## config.mk

```make
export PLATFORM = sky130hd
export DESIGN_NAME = buzzer_tone_sequencer
export DESIGN_NICKNAME = d
export VERILOG_FILES = /design/src/design/tone_pkg.sv /design/src/design/tone_wave.sv /design/src/design/buzzer_tone_sequencer.sv
export SDC_FILE = /design/constraint.sdc
export NUM_CORES = 1
export LEC_CHECK = 0
export BUFFER_PORTS_ARGS = -buffer_cell sky130_fd_sc_hd__buf_4
export CAP_MARGIN = 0
export CELL_PAD_IN_SITES_DETAIL_PLACEMENT = 1
export CELL_PAD_IN_SITES_GLOBAL_PLACEMENT = 1
export CORE_ASPECT_RATIO = 0.6
export CORE_MARGIN = 4
export CORE_UTILIZATION = 30
export CTS_CLUSTER_DIAMETER = 80
export DETAILED_ROUTE_END_ITERATION = 6
export PLACE_DENSITY = 0.7
export SLEW_MARGIN = 15
export SYNTH_ARGS = -nofsm -noshare
export SYNTH_HDL_FRONTEND = slang
export SYNTH_SLANG_ARGS = --single-unit
export TNS_END_PERCENT = 100
```

## constraint.sdc

```tcl
create_clock -name pclk -period 2.7 [get_ports pclk]
set_input_delay 0.54 -clock pclk [delete_from_list [all_inputs] [get_ports pclk]]
set_output_delay 0.54 -clock pclk [all_outputs]
set_load 0.02 [all_outputs]
```

## src/design/tone_pkg.sv

```systemverilog
package tone_pkg;

  // Register indices as printed; byte address is four times the index
  localparam logic [15:0] CLK_CTRL_IDX  = 16'h506e;
  localparam logic [15:0] CONTROL_IDX   = 16'h5180;
  localparam logic [15:0] PITCH_IDX     = 16'h5181;
  localparam logic [15:0] DUTY_IDX      = 16'h5182;
  localparam int          ADDR_W        = 20;

  // Field positions
  localparam int GATE_BIT     = 0;  // Clock-gate bit of tone_clock_control
  localparam int RUN_BIT      = 0;  // Run bit of tone_control
  localparam int MODE_LSB     = 2;  // Mode field, two bits
  localparam int DURATION_LSB = 4;  // Duration field, two bits
  localparam int PITCH_LSB    = 0;  // Pitch field, three bits
  localparam int DUTY_LSB     = 0;  // Duty field, three bits

  // Reset values
  localparam logic       GATE_RST     = 1'b0;
  localparam logic       RUN_RST      = 1'b0;
  localparam logic [1:0] MODE_RST     = 2'h0;
  localparam logic [1:0] DURATION_RST = 2'h0;
  localparam logic [2:0] PITCH_RST    = 3'h0;
  localparam logic [2:0] DUTY_RST     = 3'h0;

  // Operating modes
  typedef enum logic [1:0] {
    MODE_NORMAL   = 2'h0,
    MODE_ONESHOT  = 2'h1,
    MODE_ENVELOPE = 2'h2,
    MODE_RESERVED = 2'h3
  } tone_mode_t;

  // Waveform steps come from both edges of the 32.768 kHz clock
  localparam longint TONE_STEP_HZ = 65536;
  localparam longint DUR3_US      = 125000;
  localparam longint DUR2_US      = 62500;
  localparam longint DUR1_US      = 31250;
  localparam longint DUR0_US      = 15630;
  localparam int     DUR_W        = 14;
  // Longest-time figures, rounded down to whole steps
  localparam logic [DUR_W-1:0] DUR3_STEPS = DUR_W'(DUR3_US * TONE_STEP_HZ / 1000000);
  localparam logic [DUR_W-1:0] DUR2_STEPS = DUR_W'(DUR2_US * TONE_STEP_HZ / 1000000);
  localparam logic [DUR_W-1:0] DUR1_STEPS = DUR_W'(DUR1_US * TONE_STEP_HZ / 1000000);
  localparam logic [DUR_W-1:0] DUR0_STEPS = DUR_W'(DUR0_US * TONE_STEP_HZ / 1000000);

  // Waveform shaping: base periods and high counts for the faster four pitches
  localparam logic [5:0] PERIOD_BASE0 = 6'h10;
  localparam logic [5:0] PERIOD_BASE1 = 6'h14;
  localparam logic [5:0] PERIOD_BASE2 = 6'h18;
  localparam logic [5:0] PERIOD_BASE3 = 6'h1c;
  localparam logic [5:0] HIGH_BASE_LO = 6'h08;  // Pitch rows 0,1 at level 0
  localparam logic [5:0] HIGH_BASE_HI = 6'h0c;  // Pitch rows 2,3 at level 0
  localparam logic [2:0] LEVEL_MIN    = 3'h7;
  localparam logic [2:0] LEVEL_MAX    = 3'h0;

  // Settings that shape the waveform
  typedef struct packed {
    logic [2:0] pitch;  // Pitch selection
    logic [2:0] duty;   // Duty level in use
  } tone_shape_t;

endpackage

```

## src/design/tone_wave.sv

```systemverilog
`timescale 1ns/1ns
`default_nettype none

// Free-running divider that shapes the tone; never restarted by the run bit
module tone_wave (
  input  wire logic                 pclk,     // System clock
  input  wire logic                 presetn,  // Async reset, active low
  input  wire logic                 step,     // One waveform step
  input  wire tone_pkg::tone_shape_t shape,   // Pitch and duty in use
  output logic                      wave      // Raw tone waveform
);

  logic [5:0] count_q;     // Position within period
  logic [5:0] count_d;     // Next position
  logic [5:0] base_period; // Period for pitch rows 0..3
  logic [5:0] base_high;   // High count at level 0
  logic [5:0] period;      // Period after octave doubling
  logic [5:0] high_cnt;    // High time in steps

  // Lower four pitches double the faster period
  assign base_period = (shape.pitch[1:0] == 2'h0) ? tone_pkg::PERIOD_BASE0 :
                       (shape.pitch[1:0] == 2'h1) ? tone_pkg::PERIOD_BASE1 :
                       (shape.pitch[1:0] == 2'h2) ? tone_pkg::PERIOD_BASE2 :
                                                    tone_pkg::PERIOD_BASE3;
  assign base_high   = shape.pitch[1] ? tone_pkg::HIGH_BASE_HI : tone_pkg::HIGH_BASE_LO;
  assign period      = shape.pitch[2] ? 6'(base_period << 1) : base_period;
  // High time falls one count per level, scaled with the period
  assign high_cnt    = shape.pitch[2] ? 6'((base_high - 6'(shape.duty)) << 1)
                                      : 6'(base_high - 6'(shape.duty));
  // Counter wraps early if pitch shrinks the period mid-cycle
  assign count_d     = (count_q >= period - 6'h01) ? 6'h00 : 6'(count_q + 6'h01);
  assign wave        = (count_q < high_cnt);

  // Step counter
  always_ff @(posedge pclk or negedge presetn)
  begin
    if (!presetn)
      count_q <= 6'h00;
    else if (step)
      count_q <= count_d;
  end

endmodule
`default_nettype wire

```

## src/design/buzzer_tone_sequencer.sv

```systemverilog
`timescale 1ns/1ns
`default_nettype none

// What this block does
// - Normal mode: run bit gates the tone
// - Waveform not aligned to run changes
// - Pitch and duty apply, normal and one-shot
// - Duration field picks one-shot length
// - Run write starts burst, ends itself
// - Run reads 1 during burst, then clears
// - Writing 0 ends burst at once
// - Writing 1 mid-burst restarts full burst
// - Duration field picks envelope step interval
// - Envelope starts max, steps down, stops
// - Run reads 1 during envelope, then clears
// - Writing 0 stops envelope at once
// - Writing 1 restarts envelope from max
// - Clock-gate bit feeds slow clock, resets off
// - Mode field: normal, one-shot, envelope
// - Pitch field divides to eight tones
// - Duty field sets volume, one count per level, two on the lower four pitches
// - Envelope ignores software duty field
module buzzer_tone_sequencer (
  input  wire logic                        pclk,                // APB clock, 10 MHz
  input  wire logic                        presetn,             // APB reset, active low
  input  wire logic                        psel,                // APB select
  input  wire logic                        penable,             // APB access phase
  input  wire logic                        pwrite,              // APB direction, 1 write
  input  wire logic [tone_pkg::ADDR_W-1:0] paddr,               // APB byte address
  input  wire logic [31:0]                 pwdata,              // APB write data
  output logic      [31:0]                 prdata,              // APB read data
  output logic                             pready,              // APB ready
  output logic                             pslverr,             // APB error, unmapped
  input  wire logic                        low_speed_osc_clock, // 32.768 kHz, sampled
  output logic                             tone_out,            // Buzzer drive
  output logic                             tone_out_n           // Buzzer drive, inverted
);

  // Byte addresses of the registers
  localparam logic [tone_pkg::ADDR_W-1:0] CLK_ADDR  = {2'b00, tone_pkg::CLK_CTRL_IDX, 2'b00};
  localparam logic [tone_pkg::ADDR_W-1:0] CTL_ADDR  = {2'b00, tone_pkg::CONTROL_IDX, 2'b00};
  localparam logic [tone_pkg::ADDR_W-1:0] PIT_ADDR  = {2'b00, tone_pkg::PITCH_IDX, 2'b00};
  localparam logic [tone_pkg::ADDR_W-1:0] DUTY_ADDR = {2'b00, tone_pkg::DUTY_IDX, 2'b00};

  // Software-visible state
  logic                        gate_q;       // Slow clock gate
  logic                        run_q;        // Run bit, trigger and status
  logic                        run_d;        // Next run bit
  tone_pkg::tone_mode_t        mode_q;       // Operating mode
  logic [1:0]                  duration_q;   // Duration or step interval select
  logic [2:0]                  pitch_q;      // Pitch select
  logic [2:0]                  duty_q;       // Software duty level

  // Sequencer state
  logic [tone_pkg::DUR_W-1:0]  dur_cnt_q;    // Steps elapsed in burst or interval
  logic [tone_pkg::DUR_W-1:0]  dur_cnt_d;    // Next elapsed count
  logic [2:0]                  env_level_q;  // Envelope duty level
  logic [2:0]                  env_level_d;  // Next envelope level
  logic                        osc_prev_q;   // Last sampled slow clock

  // Bus registers
  logic [31:0]                 prdata_q;     // Read data captured at setup
  logic                        pready_q;     // One-cycle ready
  logic                        pslverr_q;    // Unmapped flag
  logic                        tone_q;       // Registered tone drive
  logic                        tone_n_q;     // Registered inverted drive

  // Decode and strobes
  logic                        setup;        // Setup phase of a transfer
  logic                        wr_en;        // Write takes effect now
  logic                        hit_clk;      // Address is clock register
  logic                        hit_ctl;      // Address is control register
  logic                        hit_pit;      // Address is pitch register
  logic                        hit_duty;     // Address is duty register
  logic                        mapped;       // Any register hit
  logic [7:0]                  rd_mux;       // Read value of addressed register
  logic                        wr_ctl;       // Control register write
  logic                        trig;         // Run written to 1
  logic                        step;         // One waveform step
  logic                        timed;        // Burst or envelope mode
  logic [tone_pkg::DUR_W-1:0]  dur_limit;    // Steps in selected time
  logic                        interval_end; // Burst or interval completes
  logic                        done;         // Sequence finished by hardware
  logic                        sounding;     // Tone allowed onto pin
  logic                        wave;         // Raw waveform
  logic                        tone_d;       // Next tone drive
  tone_pkg::tone_shape_t       shape;        // Settings to the divider

  // Address decoding
  assign setup    = psel & ~penable;
  assign wr_en    = psel & penable & pready_q & pwrite;
  assign hit_clk  = (paddr == CLK_ADDR);
  assign hit_ctl  = (paddr == CTL_ADDR);
  assign hit_pit  = (paddr == PIT_ADDR);
  assign hit_duty = (paddr == DUTY_ADDR);
  assign mapped   = hit_clk | hit_ctl | hit_pit | hit_duty;

  // Read data; reserved bits read as zero
  assign rd_mux = hit_clk  ? {7'h00, gate_q} :
                  hit_ctl  ? {2'b00, duration_q, mode_q, 1'b0, run_q} :
                  hit_pit  ? {5'h00, pitch_q} :
                  hit_duty ? {5'h00, duty_q} :
                             8'h00;

  // Control strobes; a write of 1 is the trigger in every mode
  assign wr_ctl = wr_en & hit_ctl;
  assign trig   = wr_ctl & pwdata[tone_pkg::RUN_BIT];

  // Slow clock steps only while the gate is open; both edges count
  assign step  = gate_q & (low_speed_osc_clock ^ osc_prev_q);
  assign timed = (mode_q == tone_pkg::MODE_ONESHOT) | (mode_q == tone_pkg::MODE_ENVELOPE);

  // Burst length or envelope interval from the duration field
  assign dur_limit = (duration_q == 2'h3) ? tone_pkg::DUR3_STEPS :
                     (duration_q == 2'h2) ? tone_pkg::DUR2_STEPS :
                     (duration_q == 2'h1) ? tone_pkg::DUR1_STEPS :
                                            tone_pkg::DUR0_STEPS;

  assign interval_end = run_q & timed & step & (dur_cnt_q == dur_limit - 1'b1);

  // One-shot ends after one interval; envelope after the last level
  assign done = interval_end &
                ((mode_q == tone_pkg::MODE_ONESHOT) |
                 (env_level_q == tone_pkg::LEVEL_MIN));

  // Software write wins over a hardware clear in the same cycle
  assign run_d = wr_ctl ? pwdata[tone_pkg::RUN_BIT] :
                 done   ? 1'b0 :
                          run_q;

  // Elapsed counter: restarts on trigger, idles at zero
  assign dur_cnt_d = (trig | ~run_q) ? '0 :
                     interval_end    ? '0 :
                     step            ? tone_pkg::DUR_W'(dur_cnt_q + 1'b1) :
                                       dur_cnt_q;

  // Envelope level: maximum on trigger, one step down per interval
  assign env_level_d = trig ? tone_pkg::LEVEL_MAX :
                       (interval_end & (mode_q == tone_pkg::MODE_ENVELOPE) &
                        (env_level_q != tone_pkg::LEVEL_MIN)) ? 3'(env_level_q + 3'h1) :
                       env_level_q;

  // Envelope takes the hardware level, others take software duty
  assign shape.pitch = pitch_q;
  assign shape.duty  = (mode_q == tone_pkg::MODE_ENVELOPE) ? env_level_q : duty_q;

  // Reserved mode stays silent; a closed gate mutes the pin
  assign sounding = run_q & gate_q & (mode_q != tone_pkg::MODE_RESERVED);

  // Waveform gated straight by run, no alignment to its period
  assign tone_d = sounding & wave;

  // Waveform divider
  tone_wave u_wave (
    .pclk    (pclk),
    .presetn (presetn),
    .step    (step),
    .shape   (shape),
    .wave    (wave)
  );

  // Configuration registers; reserved bits are dropped on write
  always_ff @(posedge pclk or negedge presetn)
  begin
    if (!presetn)
    begin
      gate_q     <= tone_pkg::GATE_RST;
      mode_q     <= tone_pkg::tone_mode_t'(tone_pkg::MODE_RST);
      duration_q <= tone_pkg::DURATION_RST;
      pitch_q    <= tone_pkg::PITCH_RST;
      duty_q     <= tone_pkg::DUTY_RST;
    end
    else if (wr_en)
    begin
      // Software must leave reserved bits at zero; they are not stored
      if (hit_clk)
        gate_q <= pwdata[tone_pkg::GATE_BIT];
      else if (hit_ctl)
      begin
        mode_q     <= tone_pkg::tone_mode_t'(pwdata[tone_pkg::MODE_LSB +: 2]);
        duration_q <= pwdata[tone_pkg::DURATION_LSB +: 2];
      end
      else if (hit_pit)
        pitch_q <= pwdata[tone_pkg::PITCH_LSB +: 3];
      else if (hit_duty)
        duty_q <= pwdata[tone_pkg::DUTY_LSB +: 3];
    end
  end

  // Sequencer state
  always_ff @(posedge pclk or negedge presetn)
  begin
    if (!presetn)
    begin
      run_q       <= tone_pkg::RUN_RST;
      dur_cnt_q   <= '0;
      env_level_q <= tone_pkg::LEVEL_MAX;
      osc_prev_q  <= 1'b0;
    end
    else
    begin
      run_q       <= run_d;
      dur_cnt_q   <= dur_cnt_d;
      env_level_q <= env_level_d;
      osc_prev_q  <= low_speed_osc_clock;
    end
  end

  // Bus answer: data captured at setup, ready for one access cycle
  always_ff @(posedge pclk or negedge presetn)
  begin
    if (!presetn)
    begin
      prdata_q  <= 32'h0000_0000;
      pready_q  <= 1'b0;
      pslverr_q <= 1'b0;
    end
    else
    begin
      pready_q  <= setup;
      pslverr_q <= setup & ~mapped;
      if (setup)
        prdata_q <= {24'h00_0000, rd_mux};
    end
  end

  // Pin drive; both pins from one term so they never overlap
  always_ff @(posedge pclk or negedge presetn)
  begin
    if (!presetn)
    begin
      tone_q   <= 1'b0;
      tone_n_q <= 1'b1;
    end
    else
    begin
      tone_q   <= tone_d;
      tone_n_q <= ~tone_d;
    end
  end

  assign prdata     = prdata_q;
  assign pready     = pready_q;
  assign pslverr    = pslverr_q;
  assign tone_out   = tone_q;
  assign tone_out_n = tone_n_q;

endmodule
`default_nettype wire

```

* Word level (Yosys, flattened, before mapping)
Cells that the tools add are included.
Cells by class: $add $sub $neg 6, magnitude comparators 2, equality and inequality tests 15, multiplexer cells 22, bitwise gates (word level) 31, reduce and logical (&&, ||, !) cells 8
Operators by type and width (count):
- equality test 20 x 17 -> 1 bit, second input constant | 4
- 2-to-1 mux 14 bit | 4
- 2-to-1 mux 6 bit | 7
- 2-to-1 mux 3 bit | 7
- AND 1 bit | 17
- adder 14 x 1 -> 14 bit, second input constant | 1
- equality test 14 bit | 1
- subtractor 14 x 1 -> 14 bit, second input constant | 1
- 2-to-1 mux 13 bit | 1
- 2-to-1 mux 12 bit | 1
- equality test 2 bit, second input constant | 4
- NOT 1 bit | 7
- adder 6 x 1 -> 6 bit, second input constant | 1
- equality test 2 x 1 -> 1 bit, second input constant | 3
- greater-or-equal comparator 6 bit | 1
- less-than comparator 6 bit | 1
- OR 1 bit | 6
- subtractor 6 x 1 -> 6 bit, second input constant | 1
- subtractor 6 x 3 -> 6 bit | 1
- AND reduction 5 bit | 1
- AND reduction 4 bit | 1
- nonzero test 2 bit | 2
- adder 3 x 1 -> 3 bit, second input constant | 1
- equality test 3 bit, second input constant | 1
- 8 further kinds | 9
Word-level totals: flip-flop bits (word level) 48, output and inout port bits 36, word-level logic and storage cells 99

* Depth between registers and ports, before layout
Gate-level depths: netlist of the first run.
word-level depth 11, depth in mapped cells 11

* Cells and area by module
A second synthesis of the first run with hierarchy kept.
Second synthesis, totals: cells, all modules 303, area, all modules 2984.1 sq um
Modules (own cells, without submodules):
- buzzer_tone_sequencer | times used 1, cells an instance 233, area an instance 2361.0 sq um, seq. area each 1002.2 sq um
- tone_wave | times used 1, cells an instance 70, area an instance 623.1 sq um, seq. area each 150.1 sq um

* Worst setup path before layout of the first run
No wires, ideal clock.
path type reg-to-reg, start reg mode_q[0], end reg tone_q, in the netlist tone_out, setup time 0.067 ns, arrival 2.242 ns, required time 2.633 ns, slack 0.391 ns, cell stages (with the launch flop) 11, period minus slack after synthesis 2.309 ns, path through dfrtp_1 > inv_1 > ha_1 > mux2i_1 > ha_1 > o21ai_0 > ha_1 > o31a_1 > o21a_1 > o211ai_1 > and3_1
Between the ends: word-level cells in the longest chain between the ends 6, elaborated cells on any way between the ends 8, those cells by class 1 x add/sub; 1 x order compare; 2 x eq/ne; 2 x mux; 2 x bitwise
Ends and longest elaborated chain:
- start, declared | RTL line buzzer_tone_sequencer.sv:49 | tone_pkg::tone_mode_t mode_q;
- start signal, assigned | RTL line buzzer_tone_sequencer.sv:168 | mode_q <= tone_pkg::tone_mode_t'(tone_pkg::MODE_RST);
- start signal, assigned | RTL line buzzer_tone_sequencer.sv:180 | mode_q <= tone_pkg::tone_mode_t'(pwdata[tone_pkg::MODE_LSB +: 2]);
- equality test 2 bit | RTL line buzzer_tone_sequencer.sv:145 | assign shape.duty = (mode_q == tone_pkg::MODE_ENVELOPE) ? env_level_q : duty_q;
- 2-to-1 mux 3 bit | RTL line buzzer_tone_sequencer.sv:145
- subtractor 6 x 3 -> 6 bit | RTL line tone_wave.sv:28 | assign high_cnt = shape.pitch[2] ? 6'((base_high - 6'(shape.duty)) << 1)
- 2-to-1 mux 6 bit | RTL line tone_wave.sv:28
- less-than comparator 6 bit | RTL line tone_wave.sv:32 | assign wave = (count_q < high_cnt);
- AND 1 bit * | RTL line buzzer_tone_sequencer.sv:151 | assign tone_d = sounding & wave;
- via tone_d | RTL line buzzer_tone_sequencer.sv:86 | logic tone_d;
- end signal, assigned | RTL line buzzer_tone_sequencer.sv:237 | tone_q <= tone_d;
- end, declared | RTL line buzzer_tone_sequencer.sv:65 | logic tone_q;
The timed path passes the listed nets; every way through them passes the cells marked *. A chain may end at the register's enable or synchronous reset.

* Worst setup path in the final report of the first run
Ends and elaborated chain as after synthesis.

==> results.ini, run 1 <==
[status]
status = finished, final reports clean

[finish]
fill_cells = 1120
regArea_sq_mm = 0.001152
area_growth_pct = 19.57
diodes = 0
fin_nets = 430
fin_util = 0.3761
multi_input_area_sq_mm = 0.001632
layout_commonest_cell = buf_4
drive_gt1_frac = 0.2394
final_cell_mix = buf_4 (50), dfrtp_1 (45), nand2_1 (36)

[clocking]
clk_latency_ps = 290
cts_hold_buffers = 0
cts_max_level = 2
cts_sinks = 46
cts_made_buffers = 5
ctsRootBufferMaster = clkbuf_16
cts_tree = done
clk_path_buf_depth = 2
path_clk_slew_ps = 60

[floorplanning]
coreArea_sq_mm = 0.009392
num_rows = 27
die_height_um = 84.87
start_util = 0.3145
die_x_um = 136.1
ios = 94
die_area_sq_mm = 0.01155

[timing]
setup_viol = 0
max_freq_ghz = 0.3962
skew_ps = 5.721
worst_pin_slew_ps = 672.4
slew-limit-headroom = 0.5476
finalCritPeriodShare = 0.9349
fin_setup_tns_ps = 0
drv_slew = 0
fin_ws_ps = 175.7
rsz0062_at_grt = false
finalHoldViolCount = 0
period_needed_ps = 2524

[setup_path]
worst_path_max_delay_cell = dfrtp_1
reg2reg_from = mode_q[0]
critical_path_arrival_ps = 2740
path_cells = inv_1, ha_2, mux2i_1, ha_1, xnor2_1, nand2_1, o21ai_0, ha_1, o21a_1, o211ai_1, and3_1
cp_slowest_stage_delay_ps = 440
crit_required_ps = 2920
worstSetupEndpointType = flop
critPathMaxFanout = 5
startpoint = mode_q[0]
startpoint_type = flop
crit_type = reg -> reg
crit_top_cell = ha_1

[drt]
dr.pass1.iters = 4
wl_per_cell_um = 15.50
drc_errors = 0
drt_iter0_markers = 90
wl_um = 7517
routed_via_density = 4.942
ant_nets = 0
via_count = 2397

[worst_hold_path]
hold_class = in -> async

[placement]
pre_cts_slack_ps = 22.51
hpwlAfterDp_um = 5806
portBuffers = 41
place_congestion = 0.7734

[synth]
netlist_instances = 307
ys_seq_area_frac = 0.3901
ys_seq_elements = 46
yosys.area.top_type = dfrtp_1
synthTopCellsByArea = dfrtp_1 (38%), ha_1 (7.6%), buf_4 (6.9%)
synth_top_cell_area_share = 0.3812
syn_area_per_cell_sq_um = 9.622
synth_area_sq_mm = 0.002954
synth_edf_count = 0
synthDistinctLibCells = 53
ys_warn_count = 0
async_flop_share = 1.000
synth_ff_type = dfrtp_1

[global_route]
grt_overflow_total = 0
grt_pass1_vias = 2478
antenna_found_initial = 0
grt_use_met1 = 0.2038
grt_max_degree = 47
grt_use_met2 = 0.2012
globalRouteMet3Util = 0.03436
track_usage = 0.1371
grt_pass1_wl_um = 12680
grt_most_used_layer = met1

[power]
irDropWorstVdd_mv = 0.2053
leakagePower_nw = 1.616
powerDensity_mw_per_mm2 = 435.6

[run]
max_cap_violations = 0

## logic make-up after synthesis
group           Yosys count  share of synthesized area
simple gates            110                     0.2135
compound gates           62                     0.1351
flops                    46                     0.3901
buf+inv                  45                    0.09572
mux                      21                    0.07624
fa+ha+maj                18                    0.07624
xor+xnor                  4                    0.01186
other cells               1                   0.001269
## path summary, 6_finish.rpt
check / slack (ps) / end / depth (start not counted)
max: 180 / tone_out / 11
min: 250 / dur_cnt_q[5] / 1
max reg2reg: 180 / tone_out / 11
min reg2reg: 480 / prdata[4] / 2
max in group asynchronous: 2030 / pitch_q[0] / 1
min in group pclk: 370 / osc_prev_q / 1
## power by group
part	internal [mW]	switching, mW
logic	0.0382	0.0722
registers	0.691	0.00128
clock network	0.463	0.272
## critical path, delay by kind of cell (launching register included)
family / cells / cell delay (ps)
AOI/OAI and AO/OA: 3 / 390
buffers and inverters: 1 / 90
and+or+nand+nor: 2 / 280
xor gates and xnor gates: 1 / 230
adders and majority gates: 3 / 800
muxes: 1 / 210
DFF: 1 / 440
## cell usage after synthesis, drive strengths merged, types with 2 or more instances
library cell,instances
o31ai,5
nand2,36
and2,2
nand4,3
nand2b,6
dfrtp,45
nor2b,2
mux2i,9
o211ai,2
or3,10
or2,3
ha,18
clkbuf,3
xnor2,3
mux2,12
and3,9
nand3,12
nor4,7
a2bb2oi,2
o21ai,22
buf,32
nor2,9
inv,10
o2bb2ai,2
nor3,2
a21oi,19
or4b,2
o41ai,2
## flip-flops by register name, summed over array words and instances (netlist names), 2 cells and up
name,flops
pitch_q,3
mode_q,2
env_level_q,3
prdata,6
duration_q,2
duty_q,3
dur_cnt_q,14
u_wave.count_q,6
## per-layer routing
layer / part of all wire / vias up
met5: 0 / -
met4: 0.0055 / 0
met3: 0.050 / 5
met2: 0.42 / 56
met1: 0.52 / 1190
li1: - / 1146
## area by class of cell
| cell class | count | area share |
|---|---|---|
| multi-input cells | 241 | 0.4619 |
| repair buffers | 50 | 0.1063 |
| clock buffers | 7 | 0.04038 |
| clock inverters | 1 | 0.008502 |
| flip-flops and latches | 46 | 0.3262 |
| well taps | 130 | 0.04605 |
| inverters | 10 | 0.01063 |
## timing repair
item,CTS,global route
gates resized for setup,1,5
setup buffers,0,1
endpoints found under the setup margin,1,3
## metrics by stage
stage	power [mW]	std cells	instance area [sq um]	hold WS, ps
2_1_floorplan	0.7890	332	3048	244.4
3_3_place_gp	0.8147	476	3333	468.0
3_5_place_dp	0.8163	476	3333	479.0
4_1_cts	1.553	484	3510	280.3
5_1_grt	1.595	485	3532	312.2
6_report	1.539	485	3532	254.9
Power figures use the tool's default switching activity.
==> run 2, diff against run 1 <==
- clock period: 2.7 -> 2.54 ns (I/O delays scaled with it)
==> run 2 against run 1 <==
- sequential cell count is the same
- critical endpoint unchanged
- final cell count grew 1.2%
- utilization grew 0.63 points
- non-clock buffer count grew 6
- die area is the same
- total power grew 4.8%
- highest routed layer unchanged
- setup slack gained 22 ps
- register-to-register slack gained 20 ps
==> results.ini, run 2 (synthesis gave the netlist of run 1 again) <==
[drt]
wl_per_cell_um = 15.90  ; was 15.50 um
wl_um = 7806  ; was 7517 um
drc_errors = 0  ; unchanged
dr.pass1.iters = 4  ; unchanged
routed_via_density = 4.898  ; was 4.942
ant_nets = 0  ; unchanged
drt_iter0_markers = 57  ; was 90
via_count = 2405  ; was 2,397

[timing]
period_needed_ps = 2343  ; was 2524 ps
finalCritPeriodShare = 0.9223  ; was 0.9349
rsz0062_at_grt = false  ; unchanged
drv_slew = 0  ; unchanged
setup_viol = 0  ; unchanged
skew_ps = 4.200  ; was 5.721 ps
slew-limit-headroom = 0.5871  ; was 0.5476
finalHoldViolCount = 0  ; unchanged
fin_setup_tns_ps = 0  ; unchanged
worst_pin_slew_ps = 619.4  ; was 672.4 ps
max_freq_ghz = 0.4269  ; was 0.3962 GHz

[global_route]
track_usage = 0.1410  ; was 0.1371
grt_overflow_total = 0  ; unchanged
grt_pass1_wl_um = 12970  ; was 12,680 um
grt_pass1_vias = 2578  ; was 2,478
grt_max_degree = 47  ; unchanged
antenna_found_initial = 0  ; unchanged

[finish]
fin_util = 0.3824  ; was 0.3761
largest_register_ffs = 14  ; unchanged
area_growth_pct = 21.56  ; was 19.57%
top_register = dur_cnt_q  ; unchanged
final_cell_mix = buf_4 (56), dfrtp_1 (45), nand2_1 (36)  ; was buf_4 (50), dfrtp_1 (45), nand2_1 (36)
fin_nets = 436  ; was 430
fill_cells = 1099  ; was 1,120
final_cells = 491  ; was 485
layout_commonest_cell = buf_4  ; unchanged
diodes = 0  ; unchanged
drive_gt1_frac = 0.2604  ; was 0.2394

[setup_path]
worstSetupEndpointType = flop  ; unchanged
startpoint_type = flop  ; unchanged
startpoint = mode_q[0]  ; unchanged
crit_required_ps = 2760  ; was 2920 ps
critical_path_arrival_ps = 2570  ; was 2740 ps
crit_type = reg -> reg  ; unchanged
critPathMaxFanout = 4  ; was 5
reg2reg_from = mode_q[0]  ; unchanged

[floorplanning]
die_area_sq_mm = 0.01155  ; unchanged
die_height_um = 84.87  ; unchanged
die_x_um = 136.1  ; unchanged
ios = 94  ; unchanged
num_rows = 27  ; unchanged
coreArea_sq_mm = 0.009392  ; unchanged
start_util = 0.3145  ; unchanged

[power]
total_power_mw = 1.612  ; was 1.539 mW
irDropWorstVdd_mv = 0.3380  ; was 0.2053 mV
powerDensity_mw_per_mm2 = 449.0  ; was 435.6 mW/mm^2
leakagePower_nw = 1.647  ; was 1.616 nW

[placement]
dp.cells = 482  ; was 476
hpwlAfterDp_um = 6013  ; was 5806 um
portBuffers = 41  ; unchanged
place_congestion = 0.7704  ; was 0.7734

[clocking]
clk_latency_ps = 290  ; about the same
path_clk_slew_ps = 70  ; was 60 ps
cts_max_level = 2  ; unchanged
cts_made_buffers = 5  ; unchanged
cts_sinks = 46  ; unchanged
cts_tree = done  ; unchanged
ctsRootBufferMaster = clkbuf_16  ; unchanged
clk_path_buf_depth = 2  ; unchanged
cts_hold_buffers = 0  ; unchanged

[run]
max_cap_violations = 0  ; unchanged

[status]
status = finished, final reports clean  ; unchanged

[worst_hold_path]
hold_class = in -> async  ; unchanged

==> run 2: what timing repair did <==
item / in CTS / in global routing
gates resized for setup: 0 / 11
setup buffers: 0 / 1
endpoints found under the setup margin: 0 / 3
==> run 2: final timing paths <==
| kind | end | slack, ps | cells after the start |
|---|---|---|---|
| worst max-delay path | tone_out | 200 | 10 |
| worst min-delay path | dur_cnt_q[11] | 220 | 1 |
| worst max register to register | tone_out | 200 | 10 |
| worst min register to register | prdata[4] | 490 | 2 |
| min in group pclk | osc_prev_q | 330 | 1 |
| max in group asynchronous | duration_q[0] | 1890 | 1 |
==> run 2: where the power goes <==
group	switching [mW]	internal, mW
clock network	0.292	0.466
logic	0.0777	0.0407
registers	0.00154	0.735
total	0.371	1.24
==> run 2: layer usage <==
layer	wire length, um	GRT usage
met4	94	0.04300
met1	3919	0.1981
met3	332	0.03436
met2	3459	0.2146
met5	0	0
==> run 2: area by class of cell <==
type                       count  area [sq um]  share of cell area
multi-input combinational    241          1655              0.4610
sequential                    46          1152              0.3209
timing repair buffer          56         420.4              0.1171
tap                          130         162.7             0.04530
clock inverter                 1         30.03            0.008362
clock buffer                   7         132.6             0.03693
inverter                      10         37.54             0.01045
==> run 2: critical path: stages (launching register included) <==
cell and delay, ps:
dfrtp_1 390, inv_2 70, ha_4 190, mux2i_2 260, ha_1 290, o21ai_1 140, ha_1 240, o31a_1 100
o21a_1 170, o211ai_1 200, and3_1 210
==> run 2: through the flow <==
| step | worst slack [ps] | cell area [sq um] | hold slack [ps] |
|---|---|---|---|
| 6_report | 197.3 | 3591 | 221.1 |
| 5_1_grt | 3.423 | 3591 | 275.7 |
| 4_1_cts | 64.09 | 3541 | 250.9 |
| 3_5_place_dp | 91.78 | 3378 | 480.6 |
| 3_3_place_gp | 179.5 | 3378 | 469.5 |
| 2_1_floorplan | 231.3 | 3048 | 212.4 |
